--- src/sscx_pkg.sv ---
// Summary of operation
// RULE1: right doubleword store writes low register bytes
// RULE2: decode opcode 101101, base, data, offset fields
// RULE3: address is base plus sign-extended offset
// RULE4: only the containing doubleword, one to eight bytes
// RULE5: low register byte lands at addressed byte
// RULE6: right doubleword store never faults on alignment
// RULE7: length is eight minus offset, lanes shifted
// RULE8: halfword store writes low sixteen data bits
// RULE9: odd halfword address raises address error
// RULE10: immediate left shift, zero fill, sign extend
// RULE11: zero shift truncates and sign extends
// RULE12: variable shift uses low five count bits
// RULE13: signed compare writes one or zero
// RULE14: signed compare never raises overflow
// RULE15: translation faults reported, write suppressed on fault
package sscx_pkg;
  localparam logic [5:0] SSCX_OP_SDWR    = 6'h2d;
  localparam logic [5:0] SSCX_OP_SHALF   = 6'h29;
  localparam logic [5:0] SSCX_OP_SPECIAL = 6'h00;
  localparam logic [5:0] SSCX_FN_SLLI    = 6'h00;
  localparam logic [5:0] SSCX_FN_SHIFT_LEFT_WORD_VAR    = 6'h04;
  localparam logic [5:0] SSCX_FN_SLTS    = 6'h2a;
  localparam int SSCX_OPC_LSB  = 26;
  localparam int SSCX_BASE_LSB = 21;
  localparam int SSCX_RT_LSB   = 16;
  localparam int SSCX_RD_LSB   = 11;
  localparam int SSCX_SA_LSB   = 6;
  localparam logic [3:0] SSCX_DWORD_LEN = 4'h8;
  localparam logic [3:0] SSCX_HALF_LEN  = 4'h2;
  typedef enum logic [2:0] {
    SSCX_EXC_NONE   = 3'b000,
    SSCX_EXC_ADEL   = 3'b001,
    SSCX_EXC_REFILL = 3'b010,
    SSCX_EXC_INVAL  = 3'b011,
    SSCX_EXC_MOD    = 3'b100
  } sscx_exc_t;
endpackage : sscx_pkg

--- src/sscx_exec.sv ---
`timescale 1ns/1ps
// execution unit for right doubleword store, halfword store,
// word left shifts and signed set-less-than
module sscx_exec
  import sscx_pkg::*;
(
  input  wire logic         i_clk_sys,     // core clock
  input  wire logic         i_resetn,      // async reset, active low
  input  wire logic         i_valid,       // instruction valid
  input  wire logic [31:0]  i_instr,       // instruction word
  input  wire logic [63:0]  i_rs_data,     // first_source_reg / base value
  input  wire logic [63:0]  i_rt_data,     // second register value
  input  wire logic         i_big_endian,  // cpu_big_endian_flag
  input  wire logic         i_tlb_refill,  // translation refill fault
  input  wire logic         i_tlb_invalid, // translation invalid fault
  input  wire logic         i_tlb_mod,     // translation modified fault
  output logic      [4:0]   o_rs_idx,      // register read index one
  output logic      [4:0]   o_rt_idx,      // register read index two
  output logic              o_wb_en,       // register write pulse
  output logic      [4:0]   o_wb_idx,      // write index
  output logic      [63:0]  o_wb_data,     // write data
  output logic              o_mem_wr,      // memory store pulse
  output logic      [31:0]  o_mem_vaddr,   // effective address
  output logic      [3:0]   o_mem_len,     // access length in bytes
  output logic      [127:0] o_mem_data,    // quadword lane data
  output logic      [15:0]  o_mem_be,      // byte lane enables
  output logic              o_exc,         // exception pulse
  output sscx_exc_t         o_exc_code     // exception kind
);
  typedef struct packed {
    logic         rst_meta;
    logic         rst_sync;
    logic         wb_en;
    logic [4:0]   wb_idx;
    logic [63:0]  wb_data;
    logic         mem_wr;
    logic [31:0]  vaddr;
    logic [3:0]   len;
    logic [127:0] data;
    logic [15:0]  be;
    logic         exc;
    sscx_exc_t    exc_code;
  } sscx_state_t;

  sscx_state_t st_reg, st_next;
  logic [5:0]  opc, fn;
  logic [31:0] ea;
  logic [63:0] shl_res, slt_res;
  logic [4:0]  amt;
  logic [2:0]  bofs;
  logic        is_sdr, is_sh, is_sll, is_shift_left_word_var, is_slt, tlb_any;
  sscx_exc_t   tlb_code;

  // field decode
  assign opc      = i_instr[SSCX_OPC_LSB +: 6];                // see RULE2
  assign fn       = i_instr[5:0];
  assign o_rs_idx = i_instr[SSCX_BASE_LSB +: 5];               // see RULE2
  assign o_rt_idx = i_instr[SSCX_RT_LSB +: 5];                 // see RULE2
  assign is_sdr   = i_valid && (opc == SSCX_OP_SDWR);          // see RULE2
  assign is_sh    = i_valid && (opc == SSCX_OP_SHALF);
  assign is_sll   = i_valid && (opc == SSCX_OP_SPECIAL)
                    && (fn == SSCX_FN_SLLI);                   // see RULE10
  assign is_shift_left_word_var  = i_valid && (opc == SSCX_OP_SPECIAL)
                    && (fn == SSCX_FN_SHIFT_LEFT_WORD_VAR);
  assign is_slt   = i_valid && (opc == SSCX_OP_SPECIAL)
                    && (fn == SSCX_FN_SLTS);                   // see RULE13

  // effective address from low base word plus extended offset
  assign ea = i_rs_data[31:0]
              + {{16{i_instr[15]}}, i_instr[15:0]}; // see RULE3 see RULE8
  // byte offset within doubleword, mirrored for big-endian ordering
  assign bofs = ea[2:0] ^ {3{i_big_endian}};
  // count: field for immediate form, low five source bits for variable
  assign amt = is_shift_left_word_var ? i_rs_data[4:0]                        // see RULE12
                       : i_instr[SSCX_SA_LSB +: 5];            // see RULE10

  assign tlb_any  = i_tlb_refill | i_tlb_invalid | i_tlb_mod;
  // refill outranks invalid, which outranks modified
  assign tlb_code = i_tlb_refill  ? SSCX_EXC_REFILL :          // see RULE15
                    i_tlb_invalid ? SSCX_EXC_INVAL  : SSCX_EXC_MOD;

  sscx_shift_cmp u_alu (
    .i_src_s (i_rs_data),
    .i_src_t (i_rt_data),
    .i_amt   (amt),
    .o_shl   (shl_res),
    .o_slt   (slt_res)
  );

  // next-state: results registered one cycle after issue
  always_comb begin
    logic [63:0] lanes;
    logic [7:0]  bmask;
    lanes = 64'h0;
    bmask = 8'h0;
    st_next          = st_reg;
    st_next.rst_meta = 1'b1;
    st_next.rst_sync = st_reg.rst_meta;
    st_next.wb_en    = 1'b0;
    st_next.mem_wr   = 1'b0;
    st_next.exc      = 1'b0;
    st_next.exc_code = SSCX_EXC_NONE;
    if (is_sll || is_shift_left_word_var) begin
      st_next.wb_en   = 1'b1;
      st_next.wb_idx  = i_instr[SSCX_RD_LSB +: 5];
      st_next.wb_data = shl_res;                               // see RULE11
    end else if (is_slt) begin
      st_next.wb_en   = 1'b1;                                  // see RULE14
      st_next.wb_idx  = i_instr[SSCX_RD_LSB +: 5];
      st_next.wb_data = slt_res;
    end else if (is_sdr) begin
      // low register byte at addressed byte, upward to dword end
      lanes = i_rt_data << {bofs, 3'b000};                     // see RULE5
      bmask = 8'hff << bofs;                                   // see RULE4
      st_next.vaddr = ea;
      st_next.len   = SSCX_DWORD_LEN - {1'b0, bofs};           // see RULE7
      // the dword half of the quadword is picked by address bit 3
      if (ea[3] ^ i_big_endian) begin                          // see RULE7
        st_next.data = {lanes, 64'h0};
        st_next.be   = {bmask, 8'h00};
      end else begin
        st_next.data = {64'h0, lanes};
        st_next.be   = {8'h00, bmask};
      end
      // no alignment check at all on this path
      if (tlb_any) begin                                       // see RULE6
        st_next.exc      = 1'b1;
        st_next.exc_code = tlb_code;                           // see RULE15
      end else begin
        st_next.mem_wr = 1'b1;                                 // see RULE1
      end
    end else if (is_sh) begin
      st_next.vaddr = ea;
      st_next.len   = SSCX_HALF_LEN;
      st_next.data  = {112'h0, i_rt_data[15:0]}
                      << {ea[3:1] ^ {3{i_big_endian}}, 4'h0};  // see RULE8
      st_next.be    = 16'h0003 << {ea[3:1] ^ {3{i_big_endian}}, 1'b0};
      // alignment fault wins over translation faults
      if (ea[0]) begin
        st_next.exc      = 1'b1;
        st_next.exc_code = SSCX_EXC_ADEL;                      // see RULE9
      end else if (tlb_any) begin
        st_next.exc      = 1'b1;
        st_next.exc_code = tlb_code;                           // see RULE15
      end else begin
        st_next.mem_wr = 1'b1;
      end
    end
    // pulses are held low until the synchronised reset has released
    if (!st_reg.rst_sync) begin
      st_next.wb_en  = 1'b0;
      st_next.mem_wr = 1'b0;
      st_next.exc    = 1'b0;
    end
  end

  // single state register
  always_ff @(posedge i_clk_sys or negedge i_resetn) begin
    if (!i_resetn) begin
      st_reg <= '0;
    end else begin
      st_reg <= st_next;
    end
  end

  assign o_wb_en     = st_reg.wb_en;
  assign o_wb_idx    = st_reg.wb_idx;
  assign o_wb_data   = st_reg.wb_data;
  assign o_mem_wr    = st_reg.mem_wr;
  assign o_mem_vaddr = st_reg.vaddr;
  assign o_mem_len   = st_reg.len;
  assign o_mem_data  = st_reg.data;
  assign o_mem_be    = st_reg.be;
  assign o_exc       = st_reg.exc;
  assign o_exc_code  = st_reg.exc_code;
endmodule : sscx_exec

--- src/sscx_shift_cmp.sv ---
`timescale 1ns/1ps
// combinational word shift and signed compare
module sscx_shift_cmp
  import sscx_pkg::*;
(
  input  wire logic [63:0] i_src_s,    // first source value
  input  wire logic [63:0] i_src_t,    // second source value
  input  wire logic [4:0]  i_amt,      // shift count
  output logic      [63:0] o_shl,      // sign-extended shifted word
  output logic      [63:0] o_slt       // compare result
);
  logic [31:0] word_sh;

  // only low word is used, so unextended sources still give valid results
  assign word_sh = i_src_t[31:0] << i_amt;                  // see RULE10
  assign o_shl   = {{32{word_sh[31]}}, word_sh};           // see RULE11
  // signed compare without subtraction: no overflow can arise
  assign o_slt   = {63'h0,                                 // see RULE14
                    ($signed(i_src_s) < $signed(i_src_t))}; // see RULE13
endmodule : sscx_shift_cmp

--- config.mk ---
export PLATFORM = sky130hd
export DESIGN_NAME = sscx_exec
export DESIGN_NICKNAME = d
export VERILOG_FILES = /design/src/sscx_pkg.sv /design/src/sscx_exec.sv /design/src/sscx_shift_cmp.sv
export SDC_FILE = /design/constraint.sdc
export NUM_CORES = 1
export LEC_CHECK = 0
export BUFFER_PORTS_ARGS = -buffer_cell sky130_fd_sc_hd__buf_2
export CAP_MARGIN = 20
export CORE_MARGIN = 8
export CORE_UTILIZATION = 55
export CTS_BUF_LIST = sky130_fd_sc_hd__clkbuf_4 sky130_fd_sc_hd__clkbuf_8 sky130_fd_sc_hd__clkbuf_16
export DETAILED_ROUTE_END_ITERATION = 16
export GPL_TIMING_DRIVEN = 0
export PLACE_DENSITY = 0.85
export SYNTH_ARGS = -nofsm -noshare
export SYNTH_HDL_FRONTEND = slang
export SYNTH_SLANG_ARGS = --single-unit
export TNS_END_PERCENT = 20
--- constraint.sdc ---
create_clock -name i_clk_sys -period 1.8 [get_ports i_clk_sys]
set_input_delay 0.09 -clock i_clk_sys [delete_from_list [all_inputs] [get_ports i_clk_sys]]
set_output_delay 0.09 -clock i_clk_sys [all_outputs]
set_load 0.05 [all_outputs]
-- Word-level counts from Yosys, hierarchy flattened
Cells that the tools add are included.
- register bits after elaboration: 257
- latch bits: 0
- bits in writable memories: 0
- bits in read-only memories: 0
- bits of input ports: 167
- output and inout bits: 265
- logic and storage cells: 60
- memories kept: 0
- add/subtract/negate cells: 2
- $mul: 0
- div/mod/pow operators: 0
- order comparisons: 1
- equality and inequality tests: 4
- shifts and indexed selects: 5
- mux-type cells: 17
- bitwise logic cells: 7
- reductions and logical operators: 12
- operator list (cell ; number):
    2-to-1 mux 185 bit ; 4
    2-to-1 mux 144 bit ; 1
    2-to-1 mux 70 bit ; 2
    left shift 16 x 7 -> 128 bit ; 1
    less-than comparator 64 bit ; 1
    left shift 64 x 6 -> 64 bit ; 1
    adder 32 bit ; 1
    left shift 32 x 5 -> 32 bit ; 1
    == test 6 bit (second input constant) ; 3
    left shift 2 x 4 -> 16 bit (first input constant) ; 1
    logical NOT 6 bit ; 2
    2-to-1 mux 4 bit ; 2
    left shift 8 x 3 -> 8 bit (first input constant) ; 1
    == test 6 x 3 -> 1 bit (second input constant) ; 1
    logical AND 1 bit ; 6
    2-to-1 mux 3 bit ; 2
    bitwise XOR 3 bit ; 2
    2-to-1 mux 1 bit ; 5
    2-to-1 mux 5 bit ; 1
    nonzero test 2 bit ; 2
    subtractor 4 x 3 -> 4 bit (first input constant) ; 1
    AND reduction 3 bit ; 1
    inverter 1 bit ; 2
    bitwise OR 1 bit ; 2
    other kinds (2) ; 2

-- Depth between registers and ports, before layout
- depth in word-level cells: 9
- gate-level depth with buffers: 13
- mapped depth without buffers: 12

-- By module
From an unflattened synthesis, not the netlist that was laid out.
- cell total of the unflattened synthesis: 2416
- area, all modules: 20209.4 um2
- modules (own cells, without submodules) (module ; instances ; cells each ; area an instance (um2) ; seq. area each (um2)):
    sscx_exec ; 1 ; 1862 ; 16326.9 ; 6431.2
    sscx_shift_cmp ; 1 ; 554 ; 3882.5 ; 0.0

-- Least setup slack after synthesis
OpenSTA, ideal clock, no wires.
- path type: input to register
- start: input i_instr[0]
- end: register st_reg (netlist bit o_mem_be[6])
- data arrival time: 2745 ps
- required time: 1674 ps
- setup slack: -1071 ps
- stages on the path: 10
- cell sequence: ha_1 inv_1 fa_1 xnor2_1 clkbuf_1 clkbuf_1 clkbuf_1 ha_1 nand2_1 a221o_1
- word-level cells in the longest chain between the ends: 5
- elaborated cells between the ends (all ways): 19
- RTL lines (item ; line ; RTL):
    start, declared ; sscx_exec.sv:10 ; input wire logic [31:0] i_instr,
    adder 32 bit, or another cell as far along ; sscx_exec.sv:70 ; + {{16{i_instr[15]}}, i_instr[15:0]};
    bitwise XOR 3 bit, or another cell as far along ; sscx_exec.sv:72 ; assign bofs = ea[2:0] ^ {3{i_big_endian}};
    left shift 8 x 3 -> 8 bit, or another cell as far along ; sscx_exec.sv:114 ; bmask = 8'hff << bofs;
    2-to-1 mux 144 bit, or another cell as far along ; sscx_exec.sv:118 ; if (ea[3] ^ i_big_endian) begin
    2-to-1 mux 185 bit / AND reduction 3 bit (equally long branches) ; - ;
    end signal, assigned ; sscx_exec.sv:162 ; st_reg <= st_next;
    end, declared ; sscx_exec.sv:45 ; sscx_state_t st_reg, st_next;
Several ways; a longest one is shown, not always the timed one. The select of a mux whose other input is x is not followed.
A chain may end at the register's enable or synchronous reset.

-- Worst setup path in the final report
- start: input i_instr[0]
- end: register st_reg (netlist bit o_wb_data[14])
- word-level cells in the longest chain between the ends: 5
- elaborated cells between the ends (all ways): 11
- RTL lines (item ; line ; RTL):
    == test 6 x 3 -> 1 bit ; sscx_exec.sv:64 ; && (fn == SSCX_FN_SHIFT_LEFT_WORD_VAR);
    logical AND 1 bit ; sscx_exec.sv:64 ;
    2-to-1 mux 5 bit ; sscx_exec.sv:74 ; assign amt = is_shift_left_word_var ? i_rs_data[4:0]
    left shift 32 x 5 -> 32 bit ; sscx_shift_cmp.sv:15 ; assign word_sh = i_src_t[31:0] << i_amt;
    2-to-1 mux 70 bit ; sscx_exec.sv:103 ; if (is_sll || is_shift_left_word_var) begin
Several ways; a longest one is shown, not always the timed one.

==> metrics.yaml <==
status: "finished with violations"
failed_checks: "negative setup slack"
peakVddDrop_uv: 1000
cell_chosen_for_the_clock_root: "sky130_fd_sc_hd__clkbuf_16"
drt_drc: 0
fin_setup_tns_ns: -27.66
criticalPathCategory: "in -> reg"
nets: 2797
syn2layout_area_growth_pct: 39.7
gp_routability_congestion: 1.00
post_drt_wl_per_cell_um: 26.9
post_synth_instance_area_um2: 17200
yosys_register_bits: 225
die_height_um: 193
worst_hold_slack_ns: 0.0507
met1_usage: 0.492
hold_violations: 0
setup_ws_ns: -0.414
grt_start_max_net_pins: 128
setup_repair_after_global_routing_missed_its_margin: "true"
synthesis.nets: 2239
floorplan.die_area_um2: 37200
globalRouteMet2Util: 0.639
via_count_of_the_first_global_routing_pass: 18400
grt_overflow: 0
final_layout_size_suffix_gt1_frac: 0.466
timing.final.crit_period_ns: 2.21
critical_path.max_fanout: 7
grt_first_pass_wirelength_mm: 113
max_clock_buf_depth: 3
core_area_um2: 30700
cts_tree: "done"
dr.first_iter.drc_count: 2613
drt-pass1-iter-count: 7
timing.final.setup_violations: 177
detailedPlace.worstSlack_ns: -1.75
number_of_synthesized_flops_with_an_enable_pin: 0
global_route.usage.total: 0.402
slew_headroom: 0.292
drt-vias-per-instance: 6.38
detailed_place_hpwl_mm: 59.3
h-tree-depth: 1
ys.flop_type: "sky130_fd_sc_hd__dfrtp_1"
power_density_nw_per_um2: 968
synth.yosys.warnings: 0
required_time_reported_for_the_critical_path_endpoint_ns: 2.25
critPathCaptureType: "register"
antenna_found_initial: 12
unique_cell_type_count_in_the_yosys_netlist: 78
floorplan.initialDensity: 0.561
postRouteAntennaNets: 0
postSynthCellCount: 1973
max_cap_viol_count: 0
worstHoldPathType: "in -> reg"
postSynth.asyncResetShare: 1.00
worstRegToRegCells: 2
max_freq_mhz: 452
fin_worst_skew_ns: 0.00430
cts_sinks: 225
dr_total_vias: 18900
critPathLaunchType: "primary input"
numPortBuffers: 419
largest_reg_flops: 128
core.rowCount: 64
num_io_pins: 432
routed_wl_mm: 79.6
average_cell_area_after_synthesis_um2: 8.72
period_share: 1.23
grt_most_used_layer: "met2"
total_cts_buffers: 27
hold_depth: 4
slew_violations: 0
grt.met3_usage: 0.0889
yosysSeqAreaShare: 0.327
timing.critical_path.arrival_ns: 2.66
die-width_um: 193
path_clk_slew_ns: 0.06
worstMarginPinSlew_ns: 1.06
power_leakage_nw: 12.8
clock_insertion_delay_worst_skew_ns: 0.56
## layout make-up
class / instances / area (µm²)
Clock inverter: 8 / 133
Inverter: 151 / 582
Timing Repair Buffer: 533 / 3350
Tap cell: 396 / 495
Multi-Input combinational cell: 1220 / 10100
Clock buffer: 39 / 797
Buffer: 373 / 2960
Fill cell: 2051 / 6630
Sequential cell: 225 / 5630
Antenna cell: 12 / 30.0
## synthesized netlist by cell type, types with 5 or more instances
master                     number  area share
sky130_fd_sc_hd__mux4_2        14       0.018
sky130_fd_sc_hd__xnor2_1       14      0.0071
sky130_fd_sc_hd__mux2_2        13      0.0085
sky130_fd_sc_hd__nand2b_1      11      0.0040
sky130_fd_sc_hd__a22oi_1       35       0.015
sky130_fd_sc_hd__buf_1          8      0.0017
sky130_fd_sc_hd__dfrtp_1      225        0.33
sky130_fd_sc_hd__mux2i_1       84       0.049
sky130_fd_sc_hd__nand3_1       15      0.0044
sky130_fd_sc_hd__ha_1          98       0.071
sky130_fd_sc_hd__nand4_1       19      0.0069
sky130_fd_sc_hd__clkbuf_1      89       0.019
sky130_fd_sc_hd__o22ai_1       11      0.0040
sky130_fd_sc_hd__o211ai_1      16      0.0070
sky130_fd_sc_hd__a221o_1       22       0.013
sky130_fd_sc_hd__nand2_1      214       0.047
sky130_fd_sc_hd__xor2_1        11      0.0056
sky130_fd_sc_hd__nor2b_1        6      0.0022
sky130_fd_sc_hd__a22o_1        17      0.0087
sky130_fd_sc_hd__buf_4        265        0.12
sky130_fd_sc_hd__inv_1        151       0.033
sky130_fd_sc_hd__o21ai_0      130       0.038
sky130_fd_sc_hd__a211oi_1      15      0.0065
sky130_fd_sc_hd__a21o_1        35       0.015
sky130_fd_sc_hd__or3_1          6      0.0022
sky130_fd_sc_hd__buf_6          9      0.0059
sky130_fd_sc_hd__a31oi_1       12      0.0044
sky130_fd_sc_hd__o31ai_1        9      0.0039
sky130_fd_sc_hd__a222oi_1      66       0.038
sky130_fd_sc_hd__nor2_1       123       0.027
sky130_fd_sc_hd__buf_2          6      0.0017
sky130_fd_sc_hd__nor3_1        19      0.0055
sky130_fd_sc_hd__a21oi_1      117       0.034
sky130_fd_sc_hd__a31o_2         5      0.0025
sky130_fd_sc_hd__and3_1        12      0.0044
## path summary, 6_finish.rpt
kind	endpoint	slack (ns)	startpoint
setup / recovery	o_wb_data[14]	-0.41	i_instr[0]
hold / removal	o_mem_vaddr[18]	0.05	i_rs_data[18]
setup reg to reg	o_wb_data[62]	0.51	o_wb_data[62]
hold reg to reg	st_reg[255]	0.36	st_next[255]
max in group asynchronous	o_mem_data[17]	0.48	i_resetn
min in group asynchronous	o_mem_vaddr[4]	0.17	i_resetn
## routing by layer
| metal | vias up | part of all wire |
|---|---|---|
| li1 | 7931 | - |
| met3 | 401 | 0.13 |
| met2 | 1522 | 0.45 |
| met4 | 0 | 0.073 |
| met5 | - | 0 |
| met1 | 9009 | 0.35 |
## cell families (layout without fill, tap and decap cells)
family                     after synthesis  after routing  share of synthesized area
muxes                                  117            117                     0.0831
DFF                                    225            225                      0.327
xor gates and xnor gates                25             25                     0.0127
adders and majority gates               99             99                     0.0724
AOI/OAI and AO/OA                      532            532                      0.213
and+or+nand+nor                        446            446                      0.114
other                                    1             13                   0.000218
buffers and inverters                  528           1104                      0.177
## layout by cell type (no fill, tap or decap), drive strengths merged, types with 13 or more instances in the layout
cell and n:
nand2 215, inv 151, and3 13, nor2 123, dfrtp 225, o21ai 132
mux2i 87, o211ai 16, nand3 15, clkbuf 121, a211oi 16, a221o 22
a222oi 66, a21oi 119, nand4 19, a22oi 35, buf 812, ha 98
mux2 14, xnor2 14, a21o 35, a22o 17, nor3 20, mux4 16
## what timing repair did
item	CTS	global route
resized for setup	266	230
setup endpoints to repair	250	202
gates cloned	4	5
setup buffers	55	38
hold buffers	11	1
endpoints found under the hold margin	108	1
pin swaps	51	90
## where the power goes
part | leakage [nW] | internal (W) | total [W] | switching [W]
clock | 0.465 | 0.00350 | 0.00579 | 0.00229
sequential | 3.03 | 0.00577 | 0.00633 | 0.000555
combinational | 9.35 | 0.00409 | 0.0111 | 0.00705
## through the flow
step	cells	area (µm²)	utilization	total power, W
6_report	2957	24000	0.784	0.0233
5_1_grt	2954	24000	0.783	0.0239
4_1_cts	2905	22800	0.744	0.0222
3_5_place_dp	2789	20200	0.659	0.0157
3_3_place_gp	2788	20200	0.658	0.0155
2_1_floorplan	1973	17600	-	0.0130
## worst max-delay path, stage by stage
cell,delay (ns)
sky130_fd_sc_hd__buf_8,0.11
sky130_fd_sc_hd__nor4_4,0.31
sky130_fd_sc_hd__and4_1,0.25
sky130_fd_sc_hd__buf_6,0.12
sky130_fd_sc_hd__nand2_8,0.08
sky130_fd_sc_hd__a21oi_4,0.17
sky130_fd_sc_hd__buf_12,0.16
sky130_fd_sc_hd__buf_12,0.13
sky130_fd_sc_hd__mux2i_1,0.29
sky130_fd_sc_hd__mux2i_1,0.20
sky130_fd_sc_hd__mux2i_1,0.27
sky130_fd_sc_hd__mux2i_1,0.14
sky130_fd_sc_hd__buf_4,0.15
sky130_fd_sc_hd__a22o_1,0.18
Note: power is estimated with default switching activity, not from simulation.
